[config.mk]
export PLATFORM = sky130hd
export DESIGN_NAME = light_threshold_event_logic
export DESIGN_NICKNAME = d
export VERILOG_FILES = /design/src/common/lux_event_pkg.sv /design/src/core/fault_run_counter.sv /design/src/core/light_threshold_event_logic.sv
export SDC_FILE = /design/constraint.sdc
export NUM_CORES = 1
export LEC_CHECK = 0
export BUFFER_PORTS_ARGS = -buffer_cell sky130_fd_sc_hd__buf_2
export CAP_MARGIN = 30
export CORE_MARGIN = 10
export CORE_UTILIZATION = 45
export CTS_BUF_LIST = sky130_fd_sc_hd__clkbuf_4 sky130_fd_sc_hd__clkbuf_8
export DETAILED_ROUTE_END_ITERATION = 12
export HOLD_SLACK_MARGIN = 0.12
export PLACE_DENSITY = 0.64
export SLEW_MARGIN = 20
export SYNTH_ARGS = -nofsm -noshare
export SYNTH_HDL_FRONTEND = slang
export SYNTH_SLANG_ARGS = --single-unit
[constraint.sdc]
create_clock -name sys_clk -period 4.9 [get_ports sys_clk]
set_input_delay 0.49 -clock sys_clk [delete_from_list [all_inputs] [get_ports sys_clk]]
set_output_delay 0.49 -clock sys_clk [all_outputs]
set_load 0.005 [all_outputs]
[src/common/lux_event_pkg.sv]
// Purpose: Shared constants, types and helpers of the light threshold event logic
// Assumes: 16-bit registers addressed by a 7-bit pointer
// Notes: Config word packs as cfg_t, msb first

package lux_event_pkg;

    // ----------------------------------------
    // Register map
    // ----------------------------------------
    localparam logic [6:0] OFS_RESULT = 7'h00;
    localparam logic [6:0] OFS_CONFIG = 7'h01;
    localparam logic [6:0] OFS_LOW = 7'h02;
    localparam logic [6:0] OFS_HIGH = 7'h03;
    localparam logic [6:0] OFS_MFR_ID = 7'h7e;
    localparam logic [6:0] OFS_DEV_ID = 7'h7f;

    localparam logic [15:0] RST_RESULT = 16'h0000;
    localparam logic [15:0] RST_LOW = 16'hc000;
    localparam logic [15:0] RST_HIGH = 16'hbfff;
    localparam logic [15:0] RST_CONFIG = 16'hc810;
    // Config bits software may change; the flags and overflow are hardware owned
    localparam logic [15:0] CFG_WR_MASK = 16'hfe1f;

    localparam logic [3:0] RANGE_AUTO = 4'hc;
    localparam int LIN_W = 27;

    typedef enum logic [1:0] {
        MODE_SHUTDOWN = 2'b00,
        MODE_SINGLE = 2'b01,
        MODE_CONT = 2'b10,
        MODE_CONT_ALT = 2'b11
    } mode_t;

    typedef struct packed {
        logic [3:0] range_select;
        logic conv_time;
        mode_t mode;
        logic overflow;
        logic conversion_done_flag;
        logic above_limit_flag;
        logic below_limit_flag;
        logic latch_sel;
        logic irq_polarity;
        logic exponent_mask_enable;
        logic [1:0] fault_count_select;
    } cfg_t;

    typedef struct packed {
        logic [3:0] exp;
        logic [11:0] mant;
    } lux_word_t;

    function automatic logic [LIN_W-1:0] to_linear(input lux_word_t w);
        to_linear = {15'h0000, w.mant} << w.exp;
    endfunction : to_linear

    function automatic logic [3:0] fault_need(input logic [1:0] fc);
        unique case (fc)
            2'b00: fault_need = 4'h1;
            2'b01: fault_need = 4'h2;
            2'b10: fault_need = 4'h4;
            2'b11: fault_need = 4'h8;
        endcase
    endfunction : fault_need

endpackage : lux_event_pkg

[src/core/fault_run_counter.sv]
// Purpose: Counts consecutive fault samples and reports when the run is long enough
// Assumes: sample is a one-cycle strobe per finished conversion
// Notes: Count saturates one below the needed length

`timescale 1ns/100ps
`default_nettype none

module fault_run_counter #(
    parameter int CNT_W = 4
) (
    input wire logic sys_clk,
    input wire logic sys_rst,
    input wire logic sample,
    input wire logic fault,
    input wire logic [CNT_W-1:0] need,
    output logic qualified
);

    logic [CNT_W-1:0] cnt_ff;
    logic [CNT_W-1:0] nxt_cnt;
    logic [CNT_W:0] run;

    assign run = {1'b0, cnt_ff} + {{CNT_W{1'b0}}, 1'b1};
    assign qualified = sample && fault && (run >= {1'b0, need});

    always_comb
    begin
        nxt_cnt = cnt_ff;
        if (sample)
        begin
            if (!fault)
                nxt_cnt = '0;
            else if (run < {1'b0, need})
                nxt_cnt = run[CNT_W-1:0];
        end
    end

    always_ff @(posedge sys_clk)
    begin
        if (sys_rst)
            cnt_ff <= '0;
        else
            cnt_ff <= nxt_cnt;
    end
endmodule : fault_run_counter

`default_nettype wire

[src/core/light_threshold_event_logic.sv]
// Purpose: Limit comparison, flags and open-drain interrupt of an ambient light sensor
// Assumes: Register port and conversion engine run on sys_clk
// Notes: Read data appears the cycle after the read strobe

`timescale 1ns/100ps
`default_nettype none

module light_threshold_event_logic #(
    parameter logic [15:0] MFR_ID = 16'h1234, // Arbitrary value
    parameter logic [15:0] DEV_ID = 16'h0101  // Arbitrary value
) (
    input wire logic sys_clk,
    input wire logic sys_rst,
    input wire logic [6:0] reg_addr,
    input wire logic reg_wr,
    input wire logic reg_rd,
    input wire logic [15:0] reg_wdata,
    output logic [15:0] reg_rdata,
    input wire logic conv_done,
    input wire lux_event_pkg::lux_word_t conv_result,
    input wire logic conv_overflow,
    output lux_event_pkg::mode_t conv_mode,
    output logic conv_time,
    output logic [3:0] range_select,
    output logic int_out,
    output logic int_oe_n
);
    import lux_event_pkg::*;

    // ----------------------------------------
    // State
    // ----------------------------------------
    cfg_t cfg_ff;
    cfg_t nxt_cfg;
    lux_word_t result_ff;
    lux_word_t nxt_result;
    lux_word_t low_ff;
    lux_word_t nxt_low;
    lux_word_t high_ff;
    lux_word_t nxt_high;
    logic irq_ff;
    logic nxt_irq;
    logic [15:0] rdata_ff;
    logic [15:0] nxt_rdata;
    logic int_oe_n_ff;
    logic nxt_int_oe_n;

    logic cfg_rd;
    logic cfg_wr;
    logic above;
    logic below;
    logic hi_hit;
    logic lo_hit;
    logic [3:0] need;
    cfg_t wr_cfg;
    lux_word_t masked;

    assign cfg_rd = reg_rd && (reg_addr == OFS_CONFIG);
    assign cfg_wr = reg_wr && (reg_addr == OFS_CONFIG);
    assign wr_cfg = cfg_t'((reg_wdata & CFG_WR_MASK) | (cfg_ff & ~CFG_WR_MASK));

    // ----------------------------------------
    // Comparison on a common linear scale
    // ----------------------------------------
    // Exponents of result and limits may differ, so raw words cannot be compared
    assign above = to_linear(conv_result) > to_linear(high_ff);
    assign below = to_linear(conv_result) < to_linear(low_ff);
    assign need = fault_need(cfg_ff.fault_count_select);

    fault_run_counter #(
        .CNT_W(4)
    ) u_high_run (
        .sys_clk(sys_clk),
        .sys_rst(sys_rst),
        .sample(conv_done),
        .fault(above),
        .need(need),
        .qualified(hi_hit)
    );

    fault_run_counter #(
        .CNT_W(4)
    ) u_low_run (
        .sys_clk(sys_clk),
        .sys_rst(sys_rst),
        .sample(conv_done),
        .fault(below),
        .need(need),
        .qualified(lo_hit)
    );

    // ----------------------------------------
    // Result read view
    // ----------------------------------------
    always_comb
    begin
        masked = result_ff;
        if (cfg_ff.exponent_mask_enable && (cfg_ff.range_select < RANGE_AUTO))
            masked.exp = 4'h0;
    end

    // ----------------------------------------
    // Next state
    // ----------------------------------------
    always_comb
    begin
        nxt_cfg = cfg_ff;
        nxt_result = result_ff;
        nxt_low = low_ff;
        nxt_high = high_ff;
        nxt_irq = irq_ff;
        nxt_rdata = rdata_ff;

        if (cfg_wr)
            nxt_cfg = wr_cfg;
        else if (conv_done && (cfg_ff.mode == MODE_SINGLE))
            nxt_cfg.mode = MODE_SHUTDOWN;
        if (reg_wr && (reg_addr == OFS_LOW))
            nxt_low = lux_word_t'(reg_wdata);
        if (reg_wr && (reg_addr == OFS_HIGH))
            nxt_high = lux_word_t'(reg_wdata);

        if (conv_done)
        begin
            nxt_result = conv_result;
            nxt_cfg.overflow = conv_overflow;
        end

        // Shutdown writes do not clear; a finishing conversion wins over any clear
        if (cfg_rd || (cfg_wr && (mode_t'(reg_wdata[10:9]) != MODE_SHUTDOWN)))
            nxt_cfg.conversion_done_flag = 1'b0;
        if (conv_done)
            nxt_cfg.conversion_done_flag = 1'b1;

        // Flags only move on a conversion or a read, so shutdown keeps them
        if (cfg_ff.latch_sel)
        begin
            if (cfg_rd)
            begin
                nxt_cfg.above_limit_flag = 1'b0;
                nxt_cfg.below_limit_flag = 1'b0;
                nxt_irq = 1'b0;
            end
            if (hi_hit)
            begin
                nxt_cfg.above_limit_flag = 1'b1;
                nxt_irq = 1'b1;
            end
            if (lo_hit)
            begin
                nxt_cfg.below_limit_flag = 1'b1;
                nxt_irq = 1'b1;
            end
        end
        else if (conv_done)
        begin
            if (hi_hit)
                nxt_cfg.above_limit_flag = 1'b1;
            else if (!above)
                nxt_cfg.above_limit_flag = 1'b0;
            if (lo_hit)
                nxt_cfg.below_limit_flag = 1'b1;
            else if (!below)
                nxt_cfg.below_limit_flag = 1'b0;
            // Hysteresis: asserted above high, released only below low
            if (hi_hit)
                nxt_irq = 1'b1;
            else if (lo_hit)
                nxt_irq = 1'b0;
        end

        if (reg_rd)
        begin
            unique case (reg_addr)
                OFS_RESULT: nxt_rdata = masked;
                OFS_CONFIG: nxt_rdata = cfg_ff;
                OFS_LOW: nxt_rdata = low_ff;
                OFS_HIGH: nxt_rdata = high_ff;
                OFS_MFR_ID: nxt_rdata = MFR_ID;
                OFS_DEV_ID: nxt_rdata = DEV_ID;
                default: nxt_rdata = 16'h0000;
            endcase
        end
    end

    // Open drain: driven low when event state and polarity differ
    assign nxt_int_oe_n = ~(irq_ff ^ cfg_ff.irq_polarity);

    // ----------------------------------------
    // Registers
    // ----------------------------------------
    always_ff @(posedge sys_clk)
    begin
        if (sys_rst)
        begin
            cfg_ff <= cfg_t'(RST_CONFIG);
            result_ff <= lux_word_t'(RST_RESULT);
            low_ff <= lux_word_t'(RST_LOW);
            high_ff <= lux_word_t'(RST_HIGH);
            irq_ff <= 1'b0;
            rdata_ff <= 16'h0000;
            int_oe_n_ff <= 1'b1;
        end
        else
        begin
            cfg_ff <= nxt_cfg;
            result_ff <= nxt_result;
            low_ff <= nxt_low;
            high_ff <= nxt_high;
            irq_ff <= nxt_irq;
            rdata_ff <= nxt_rdata;
            int_oe_n_ff <= nxt_int_oe_n;
        end
    end

    assign reg_rdata = rdata_ff;
    assign conv_mode = cfg_ff.mode;
    assign conv_time = cfg_ff.conv_time;
    assign range_select = cfg_ff.range_select;
    assign int_out = 1'b0;
    assign int_oe_n = int_oe_n_ff;
endmodule : light_threshold_event_logic

`default_nettype wire

==> results.sh, run 1 <==
export IMPL_max_freq_mhz=224
export IMPL_cts_tree="built"
export IMPL_path_cells="mux4_2 > mux2i_1 > nor2_1 > a21oi_1 > ha_1 > a21oi_1 > o211ai_1 > a311oi_1 > nor3_1 > or4b_2 > o31ai_1 > buf_4 > nand3_1 > a31oi_1"
export IMPL_cts_sinks=90
export IMPL_viasPerCell=5.83
export IMPL_rsz0062_at_grt="no"
export IMPL_synth_top_cell_area_share_pct=24.7
export IMPL_ys_warn_count=0
export IMPL_holdCritPathClass="input port to flip-flop"
export IMPL_wl_met2_mm=9.65
export IMPL_cap_violations=0
export IMPL_fin_nets=1073
export IMPL_critPathCaptureType="flip-flop"
export IMPL_maxSlewHeadroom_pct=38.7
export IMPL_wl_per_cell_um=19.1
export IMPL_grt_pass1_wl_mm=36.0
export IMPL_insertion_delay_ns=0.39
export IMPL_io_pins=70
export IMPL_hold_viol_final=0
export IMPL_clk_pin_slew_ns=0.10
export IMPL_drt_iter0_markers=524
export IMPL_cts_buffers=9
export IMPL_fp_dieH_um=147
export IMPL_fin_skew_ns=0.0159
export IMPL_avgSynthCellArea_um2=7.73
export IMPL_finalCritPeriodShare_pct=91.0
export IMPL_path_delay_family="compound AO/OA/AOI/OAI gates"
export IMPL_holdPathStages=2
export IMPL_initial_core_util_pct=45.9
export IMPL_grt_use_total_pct=20.7
export IMPL_yosys_most_used_dff="dfxtp_1"
export IMPL_clockBufferDepth=2
export IMPL_ant_nets=0
export IMPL_crit_slowest_cell="dfxtp_1"
export IMPL_first_global_vias=6365
export IMPL_io_buffers=68
export IMPL_synth_edff_count=0
export IMPL_whs_endpoint="high_ff[8]"
export IMPL_outcome="completed"
export IMPL_final_setup_tns_ns=0
export IMPL_synth_nets=1049
export IMPL_detail_route_first_pass_iterations=5
export IMPL_crit_path_start_kind="flip-flop"
export IMPL_grt_start_max_net_pins=45
export IMPL_worst_ep_required_time_ns=5.21
export IMPL_r2r_end="u_low_run.cnt_ff[0]"
export IMPL_core_area_um2=15900
export IMPL_maxUsedRoutingLayer="met4"
export IMPL_dieArea_um2=21700
export IMPL_maxSlewViolCount=0
export IMPL_critPathMaxFanout=19
export IMPL_cp_arrival_ns=4.76
export IMPL_grt_overflow_total=0
export IMPL_finalCriticalPeriod_ns=4.46
export IMPL_synth_area_leaders="dfxtp_1 (25%), ha_1 (10%), mux2i_1 (8.9%)"
export IMPL_diodes=0
export IMPL_reg2regPathDepth=14
export IMPL_p_leak_nw=3.32
export IMPL_antenna_found_initial=1
export IMPL_syn_inst=944
export IMPL_post_route_util_pct=49.9
export IMPL_gp_congestion=0.926
export IMPL_crit_buf_inv=1
export IMPL_ys_types=60
export IMPL_setup_viol=0
export IMPL_area_growth_pct=8.56
export IMPL_die_x_um=147
export IMPL_clockRootBuffer="clkbuf_8"
export IMPL_cp_startpoint="low_ff[12]"
export IMPL_fin_area_um2=7920
export IMPL_critical_path_most_common_cell="a21oi_1"
export IMPL_ctsResizeCount=0
export IMPL_peakVddDrop_mv=0.208
export IMPL_cts_setup_buffers=0
export IMPL_r2r_start="low_ff[12]"
export IMPL_yosys_area_top_type="dfxtp_1"
export IMPL_wl_mm=22.7
export IMPL_htreeDepth=3
export IMPL_r2r_slack_ns=0.44
export IMPL_num_vias=6926
export IMPL_async_flop_share_pct=0
export IMPL_critical_path_class="flip-flop to flip-flop"
export IMPL_yosysSeqAreaShare_pct=24.7
export IMPL_drc=0
export IMPL_place_area_um2=7720
export IMPL_wl_met3_mm=1.60
export IMPL_post_dp_hpwl_mm=17.9
export IMPL_pwr_density_cell_nw_per_um2=198
export IMPL_tightest_slew_ns=0.918
export IMPL_rows=46
export IMPL_max_stage_delay_ns=0.78
export IMPL_cts_hold_buffers=0
export IMPL_drt_met1_wl_mm=10.9
export IMPL_synth_seq_cells=90
export IMPL_netlist_area_um2=7300
export IMPL_min_from="reg_wdata[8]"
export IMPL_drive_gt1_share_pct=15.2
## cells in the mapped netlist (3+ instances only)
cell type,n
a211o_1,17
a211oi_1,11
a21o_1,6
a21oi_1,95
a22o_1,3
a22oi_1,4
a31oi_1,8
and2_1,7
and3_1,6
buf_1,13
buf_2,4
buf_4,8
clkbuf_1,45
dfxtp_1,90
ha_1,60
inv_1,16
mux2_2,16
mux2i_1,65
mux4_2,14
nand2_1,131
nand2b_1,14
nand3_1,51
nand4_1,8
nor2_1,84
nor2b_1,39
nor3_1,16
nor3b_1,3
o211ai_1,4
o21a_1,4
o21ai_0,46
o22ai_1,3
o31ai_1,9
or2_2,8
xnor2_1,4
xor2_1,3
## logic make-up after synthesis
| logic type | count (synthesis) | synth area share, % |
|---|---|---|
| and+or+nand+nor | 379 | 24.4 |
| AOI/OAI and AO/OA | 224 | 18.8 |
| muxes | 96 | 15.9 |
| DFF | 90 | 24.7 |
| buffers and inverters | 86 | 4.90 |
| adders and majority gates | 61 | 10.4 |
| xor gates and xnor gates | 7 | 0.840 |
| other | 1 | 0.0514 |
## report_power, final
part / internal, mW / leakage (nW) / switching [mW]
combinational: 0.123 / 2.50 / 0.189
clock: 0.193 / 0.0967 / 0.301
sequential: 0.748 / 0.731 / 0.0128
total: 1.06 / 3.32 / 0.503
## how the worst max path moves through the flow
| stage | end | slack [ns] | cells after the start |
|---|---|---|---|
| after global placement | u_low_run.cnt_ff[2] | 0.55 | 15 |
| after CTS | u_low_run.cnt_ff[0] | 0.53 | 14 |
| after detailed placement | u_low_run.cnt_ff[0] | 0.50 | 16 |
| final | u_low_run.cnt_ff[0] | 0.44 | 14 |
| after floorplan | u_low_run.cnt_ff[2] | 1.01 | 16 |
| after global routing | u_low_run.cnt_ff[0] | 0.18 | 16 |
## area by class of cell
cell class / count / area (um2)
Clock buffer: 9 / 124
Timing Repair Buffer: 83 / 464
Clock inverter: 7 / 56.3
Multi-Input combinational cell: 768 / 5140
Sequential cell: 90 / 1800
Fill cell: 1634 / 7970
Tap cell: 216 / 270
Inverter: 16 / 60.1
## sequential cells by signal, summed over array words and instances (netlist names)
name               cells
low_ff                16
conv_time              1
int_oe_n               1
u_low_run.cnt_ff       4
cfg_ff                 9
conv_mode              2
high_ff               16
irq_ff                 1
masked                12
result_ff              4
range_select           4
reg_rdata             16
u_high_run.cnt_ff      4
## metrics by stage
stage	hold slack (ns)	power [mW]	instances	setup WS [ns]
floorplan	0.442	0.988	944	1.01
global placement	0.456	1.08	1168	0.554
detailed placement	0.463	1.08	1171	0.504
CTS	0.293	1.57	1187	0.529
global route	0.296	1.64	1189	0.181
finish	0.306	1.57	1189	0.441
## cells in the final DEF, fill, tap and decap left out, types with 6 or more instances in the layout
cell      count
dfxtp_1      90
clkbuf_8      9
or2_2         8
nand3_1      51
a31oi_1       8
nor3_1       15
a21oi_1      95
buf_2        68
o31ai_1       9
nor2_1       83
a21o_1        6
mux2i_1      65
inv_1        16
nand2_1     131
a211o_1      17
nand2b_1     14
ha_1         60
mux4_2       14
and2_1        7
a211oi_1     11
nor2b_1      39
buf_4        11
mux2_2       16
nand4_1       8
and3_1        6
o21ai_0      46
## metal layers
layer | vias up | global-route usage (%)
li1 | 3431 | -
met1 | 3213 | 29.6
met2 | 250 | 30.3
met3 | 32 | 4.21
met4 | 0 | 6.64
met5 | - | 0
Note: power is estimated with default switching activity, not from simulation.
==> inputs of run 2 (changes only) <==
--- a/config.mk
+++ b/config.mk
@@ -6,7 +6,7 @@
 export NUM_CORES = 1
 export LEC_CHECK = 0
 export BUFFER_PORTS_ARGS = -buffer_cell sky130_fd_sc_hd__buf_2
-export CAP_MARGIN = 30
+export CAP_MARGIN = 10
 export CORE_MARGIN = 10
 export CORE_UTILIZATION = 45
 export CTS_BUF_LIST = sky130_fd_sc_hd__clkbuf_4 sky130_fd_sc_hd__clkbuf_8
==> constraint.sdc (replaced) <==
create_clock -name sys_clk -period 4.9 [get_ports sys_clk]
set_input_delay 0.98 -clock sys_clk [delete_from_list [all_inputs] [get_ports sys_clk]]
set_output_delay 0.98 -clock sys_clk [all_outputs]
set_load 0.005 [all_outputs]
==> run 2 against run 1 <==
  * Combinational power is essentially flat
  * Maximum frequency rose by 0.31%
  * Sequential share of layout area about the same
  * Global-route usage is 0.59 points lower
  * Largest cell class unchanged
  * Highest routed layer unchanged
  * First-iteration DRC count is 22% higher
  * Power increased by 2.5%
  * Sequential cell count is the same
  * Critical path depth up 2
  * Clock skew down 0.0039 ns
  * Die area stayed put
  * Count of clock-buffer cells in the layout increased by 2
==> results.sh, run 2 (same netlist as run 1, synthesis figures left out) <==
export IMPL_multi_input_comb_area_um2=5150
export IMPL_maxSlewViolCount=0
export IMPL_die_x_um=147
export IMPL_first_global_vias=6158
export IMPL_drc=0
export IMPL_finalCritPeriodShare_pct=90.7
export IMPL_p_leak_nw=3.31
export IMPL_core_area_um2=15900
export IMPL_seqPwrFrac_pct=47.4
export IMPL_insertion_delay_ns=0.39
export IMPL_fin_skew_ns=0.0120
export IMPL_final_seq_area_um2=1800
export IMPL_dp_cells=1169
export IMPL_clockRootBuffer="clkbuf_8"
export IMPL_max_freq_mhz=225
export IMPL_holdCritPathClass="flip-flop to flip-flop"
export IMPL_instances_no_fill=1186
export IMPL_path_cells="buf_2 > mux2_2 > o21ai_0 > nor2_1 > nor2_1 > mux2i_1 > ha_1 > a21oi_1 > o211ai_1 > a311oi_1 > nor3_1 > or4b_2 > o31ai_1 > buf_4 > nand3_1 > a31oi_1"
export IMPL_r2r_slack_ns=0.48
export IMPL_wl_mm=22.4
export IMPL_rows=46
export IMPL_pwr_density_cell_nw_per_um2=203
export IMPL_cts_setup_buffers=0
export IMPL_final_common_cell="nand2_1"
export IMPL_clk_pin_slew_ns=0.09
export IMPL_grt_pass1_wl_mm=34.9
export IMPL_pre_cts_ws_ns=0.106
export IMPL_wl_per_cell_um=18.9
export IMPL_htreeDepth=3
export IMPL_r2r_start="low_ff[12]"
export IMPL_area_growth_pct=8.42
export IMPL_antenna_found_initial=1
export IMPL_p_switching_uw=484
export IMPL_initial_core_util_pct=45.9
export IMPL_drt_iter0_markers=638
export IMPL_detail_route_first_pass_iterations=5
export IMPL_cts_tree="built"
export IMPL_use_met3_pct=4.98
export IMPL_tightest_slew_ns=1.03
export IMPL_io_pins=70
export IMPL_cap_violations=0
export IMPL_num_vias=6852
export IMPL_power_frac_comb_pct=19.4
export IMPL_grt_start_max_net_pins=45
export IMPL_finalCriticalPeriod_ns=4.44
export IMPL_post_route_util_pct=49.8
export IMPL_critical_path_most_common_cell="nor2_1"
export IMPL_use_met2_pct=29.4
export IMPL_io_buffers=68
export IMPL_cts_hold_buffers=0
export IMPL_busiest_layer="met2"
export IMPL_grt_use_total_pct=20.1
export IMPL_reg2regPathDepth=14
export IMPL_cts_buffers=9
export IMPL_peakVddDrop_mv=0.195
export IMPL_worst_ep_required_time_ns=5.20
export IMPL_critPathMaxFanout=21
export IMPL_ant_nets=0
export IMPL_cp_startpoint="conv_result[13]"
export IMPL_fp_dieH_um=147
export IMPL_drive_gt1_share_pct=15.0
export IMPL_crit_end="u_low_run.cnt_ff[2]"
export IMPL_dieArea_um2=21700
export IMPL_r2r_end="u_low_run.cnt_ff[2]"
export IMPL_crit_slowest_cell="or4b_2"
export IMPL_grt_overflow_total=0
export IMPL_setup_viol=0
export IMPL_rsz0062_at_grt="no"
export IMPL_viasPerCell=5.78
export IMPL_post_dp_hpwl_mm=17.7
export IMPL_clockBufferDepth=2
export IMPL_worst_slack_ns=0.455
export IMPL_fillers=1631
export IMPL_final_setup_tns_ns=0
export IMPL_max_stage_delay_ns=0.61
export IMPL_critPathCaptureType="flip-flop"
export IMPL_swShare_pct=30.1
export IMPL_maxSlewHeadroom_pct=31.0
export IMPL_min_from="reg_rdata[1]"
export IMPL_total_power_mw=1.61
export IMPL_outcome="completed"
export IMPL_cts_sinks=90
export IMPL_critical_path_class="input port to flip-flop"
export IMPL_hold_viol_final=0
export IMPL_ctsResizeCount=0
export IMPL_gp_congestion=0.939
export IMPL_clockPowerShare_pct=33.2
export IMPL_cp_arrival_ns=4.75
export IMPL_use_met1_pct=29.1
export IMPL_internal_power_mw=1.12
export IMPL_final_cell_mix="nand2_1 (131), a21oi_1 (95), dfxtp_1 (90)"
export IMPL_crit_path_start_kind="input port"
export IMPL_fin_nets=1069
run 2: cell type report:
class / count / share of cell area, %
Clock inverter: 5 / 0.791
Antenna cell: 1 / 0.0316
Multi-Input combinational cell: 768 / 65.1
Timing Repair Buffer: 79 / 5.35
Inverter: 16 / 0.759
Sequential cell: 90 / 22.8
Clock buffer: 11 / 1.76
Tap cell: 216 / 3.42
run 2: critical path: cells and delay by family:
kind | cells | cell delay, ns
AO/OA/AOI/OAI | 6 | 1.28
AND/OR/NAND/NOR | 5 | 1.03
buffers and inverters | 2 | 0.60
multiplexers | 2 | 0.52
adder cells (fa/ha/maj) | 1 | 0.34
run 2: power groups by stage:
stage	sequential (mW)	combinational [mW]	clock, mW
3_5_place_dp	0.778	0.308	0
3_3_place_gp	0.777	0.308	0
6_report	0.761	0.311	0.534
4_1_cts	0.761	0.310	0.545
5_1_grt	0.763	0.346	0.579
2_1_floorplan	0.772	0.216	0
run 2: worst min-delay path by stage:
stage / to / cells past startpoint
2_1_floorplan: cfg_ff[6] / 2
3_3_place_gp: reg_rdata[11] / 2
3_5_place_dp: reg_rdata[1] / 2
4_1_cts: reg_rdata[1] / 2
5_1_grt: reg_rdata[13] / 2
6_report: reg_rdata[1] / 2
run 2: stage by stage:
stage	instance area, um2	hold WS, ns
after floorplan	7300	0.442
after global placement	7700	0.456
after detailed placement	7700	0.462
after CTS	7900	0.475
after global routing	7910	0.502
final	7910	0.471
run 2: per-layer routing:
| layer | vias up | wire length (um) | share of wire (%) |
|---|---|---|---|
| met5 | - | 0 | 0 |
| met1 | 3142 | 10800 | 48 |
| li1 | 3430 | - | - |
| met3 | 24 | 1660 | 7.4 |
| met2 | 256 | 9530 | 43 |
| met4 | 0 | 358 | 1.6 |
==> inputs of run 3 (changes only) <==
--- a/config.mk
+++ b/config.mk
@@ -8,11 +8,11 @@
 export BUFFER_PORTS_ARGS = -buffer_cell sky130_fd_sc_hd__buf_2
 export CAP_MARGIN = 10
 export CORE_MARGIN = 10
-export CORE_UTILIZATION = 45
+export CORE_UTILIZATION = 30
 export CTS_BUF_LIST = sky130_fd_sc_hd__clkbuf_4 sky130_fd_sc_hd__clkbuf_8
 export DETAILED_ROUTE_END_ITERATION = 12
 export HOLD_SLACK_MARGIN = 0.12
-export PLACE_DENSITY = 0.64
+export PLACE_DENSITY = 0.47
 export SLEW_MARGIN = 20
 export SYNTH_ARGS = -nofsm -noshare
 export SYNTH_HDL_FRONTEND = slang
==> run 3 against run 2 <==
  * Non-clock buffer count increased by 6
  * Count of clock-buffer cells in the layout is 2 lower
  * Critical path depth did not move
  * Power rose by 0.40%
  * Sequential cell count stayed put
  * Sequential share of layout area decreased by 0.50 points
  * Cell area grew 2.2%
  * Hold slack gained 0.0065 ns
==> results.sh, run 3 (same netlist as run 1, synthesis figures left out) <==
export IMPL_outcome="completed"
export IMPL_fp_dieH_um=176
export IMPL_whs_endpoint="reg_rdata[1]"
export IMPL_critPathMaxFanout=21
export IMPL_fin_nets=1075
export IMPL_gp_congestion=0.886
export IMPL_final_cell_mix="nand2_1 (131), a21oi_1 (95), dfxtp_1 (90)"
export IMPL_final_common_cell="nand2_1"
export IMPL_path_cells="buf_2 > mux2_2 > nand2_1 > o21ai_0 > o21ai_0 > o21ai_0 > ha_1 > a21oi_1 > o211ai_1 > a311oi_1 > nor3_1 > or4b_2 > o31ai_1 > buf_4 > nand3_1 > a31oi_1"
export IMPL_crit_buf_inv=2
export IMPL_dp_cells=1283
export IMPL_wl_met3_um=961
export IMPL_cap_violations=0
export IMPL_crit_slowest_cell="or4b_2"
export IMPL_holdPathStages=2
export IMPL_diodes=0
export IMPL_peakVddDrop_mv=0.110
export IMPL_io_pins=70
export IMPL_post_dp_hpwl_mm=19.6
export IMPL_r2r_end="u_low_run.cnt_ff[2]"
export IMPL_cts_buffers=9
export IMPL_max_stage_delay_ns=0.62
export IMPL_dieArea_um2=31000
export IMPL_io_buffers=68
export IMPL_first_global_vias=6590
export IMPL_swShare_pct=31.0
export IMPL_cts_tree="built"
export IMPL_drc=0
export IMPL_fillers=2656
export IMPL_cp_arrival_ns=4.80
export IMPL_drt_iter0_markers=612
export IMPL_p_leak_nw=3.34
export IMPL_wl_mm=24.8
export IMPL_critical_path_most_common_cell="o21ai_0"
export IMPL_wl_met2_mm=11.0
export IMPL_path_delay_family="compound AO/OA/AOI/OAI gates"
export IMPL_multi_input_comb_area_um2=5150
export IMPL_power_frac_comb_pct=19.7
export IMPL_maxSlewHeadroom_pct=41.4
export IMPL_clockBufferDepth=2
export IMPL_setup_viol=0
export IMPL_critical_path_class="input port to flip-flop"
export IMPL_holdCritPathClass="flip-flop to flip-flop"
export IMPL_pwr_density_cell_nw_per_um2=199
export IMPL_grt_overflow_total=0
export IMPL_clk_pin_slew_ns=0.09
export IMPL_seqPwrFrac_pct=47.3
export IMPL_htreeDepth=3
export IMPL_finalCriticalPeriod_ns=4.51
export IMPL_grt_start_max_net_pins=46
export IMPL_initial_core_util_pct=30.3
export IMPL_reg2regPathDepth=14
export IMPL_grt_pass1_wl_mm=38.9
export IMPL_final_setup_tns_ns=0
export IMPL_wl_per_cell_um=19.1
export IMPL_ant_nets=0
export IMPL_maxUsedRoutingLayer="met4"
export IMPL_p_switching_uw=500
export IMPL_cts_sinks=90
export IMPL_maxSlewViolCount=0
export IMPL_final_seq_area_um2=1800
export IMPL_clockPowerShare_pct=33.0
export IMPL_r2r_slack_ns=0.46
export IMPL_viasPerCell=5.31
export IMPL_antenna_found_initial=0
export IMPL_fin_skew_ns=0.0181
export IMPL_grt_use_total_pct=15.9
export IMPL_tightest_slew_ns=0.878
export IMPL_num_vias=6892
export IMPL_min_from="reg_rdata[1]"
export IMPL_rows=57
export IMPL_area_growth_pct=10.9
export IMPL_drive_gt1_share_pct=15.5
export IMPL_r2r_start="low_ff[12]"
export IMPL_cts_hold_buffers=0
export IMPL_cts_setup_buffers=0
export IMPL_internal_power_mw=1.11
export IMPL_ctsResizeCount=0
export IMPL_finalCritPeriodShare_pct=92.0
export IMPL_crit_path_start_kind="input port"
export IMPL_drt_met1_wl_mm=12.5
export IMPL_insertion_delay_ns=0.38
export IMPL_die_x_um=176
export IMPL_core_area_um2=24100
export IMPL_clockRootBuffer="clkbuf_8"
export IMPL_worst_ep_required_time_ns=5.19
export IMPL_rsz0062_at_grt="no"
export IMPL_critPathCaptureType="flip-flop"
export IMPL_hold_viol_final=0
export IMPL_instances_no_fill=1299
export IMPL_max_freq_mhz=222
export IMPL_detail_route_first_pass_iterations=5
[run 3: layout make-up]
class	count	area share, %
multi-input cells	768	63.7
flip-flops and latches	90	22.3
inverters	16	0.743
clock inverters	7	0.975
well taps	324	5.01
repair buffers	85	5.79
clock buffers	9	1.53
[run 3: per-stage QoR]
step           hold slack, ns  cell area (um2)  setup slack [ns]  util [%]  power (mW)
2_1_floorplan           0.442             7300             0.525         -       0.988
6_report                0.478             8090             0.391      33.6        1.61
4_1_cts                 0.478             8080             0.458      33.5        1.63
3_3_place_gp            0.460             7880             0.209      32.7        1.10
5_1_grt                 0.498             8090            0.0950      33.6        1.70
3_5_place_dp            0.461             7880             0.109      32.7        1.09
[run 3: tightest hold or removal path, stage by stage (launching register included)]
cell      delay (ns)
dfxtp_1         0.32
nand2b_1        0.06
a21oi_1         0.06
[run 3: how the worst max path moves through the flow]
stage / cells past startpoint / from / to
floorplan: 18 / conv_result[13] / u_low_run.cnt_ff[2]
global placement: 15 / conv_result[12] / u_low_run.cnt_ff[0]
detailed placement: 16 / conv_result[13] / u_low_run.cnt_ff[2]
CTS: 16 / conv_result[13] / u_low_run.cnt_ff[2]
global route: 16 / low_ff[12] / u_low_run.cnt_ff[1]
finish: 16 / conv_result[13] / u_low_run.cnt_ff[2]
[run 3: routing by layer]
metal	up-vias	GRT usage, %
met5	-	0
met4	0	2.97
met3	20	2.73
met2	138	24.7
met1	3303	22.8
li1	3431	-
[run 3: power groups by stage]
stage | logic [mW] | registers [mW] | clock network (mW)
4_1_cts | 0.318 | 0.763 | 0.548
2_1_floorplan | 0.216 | 0.772 | 0
5_1_grt | 0.357 | 0.765 | 0.582
6_report | 0.318 | 0.763 | 0.532
3_5_place_dp | 0.315 | 0.780 | 0
3_3_place_gp | 0.316 | 0.780 | 0
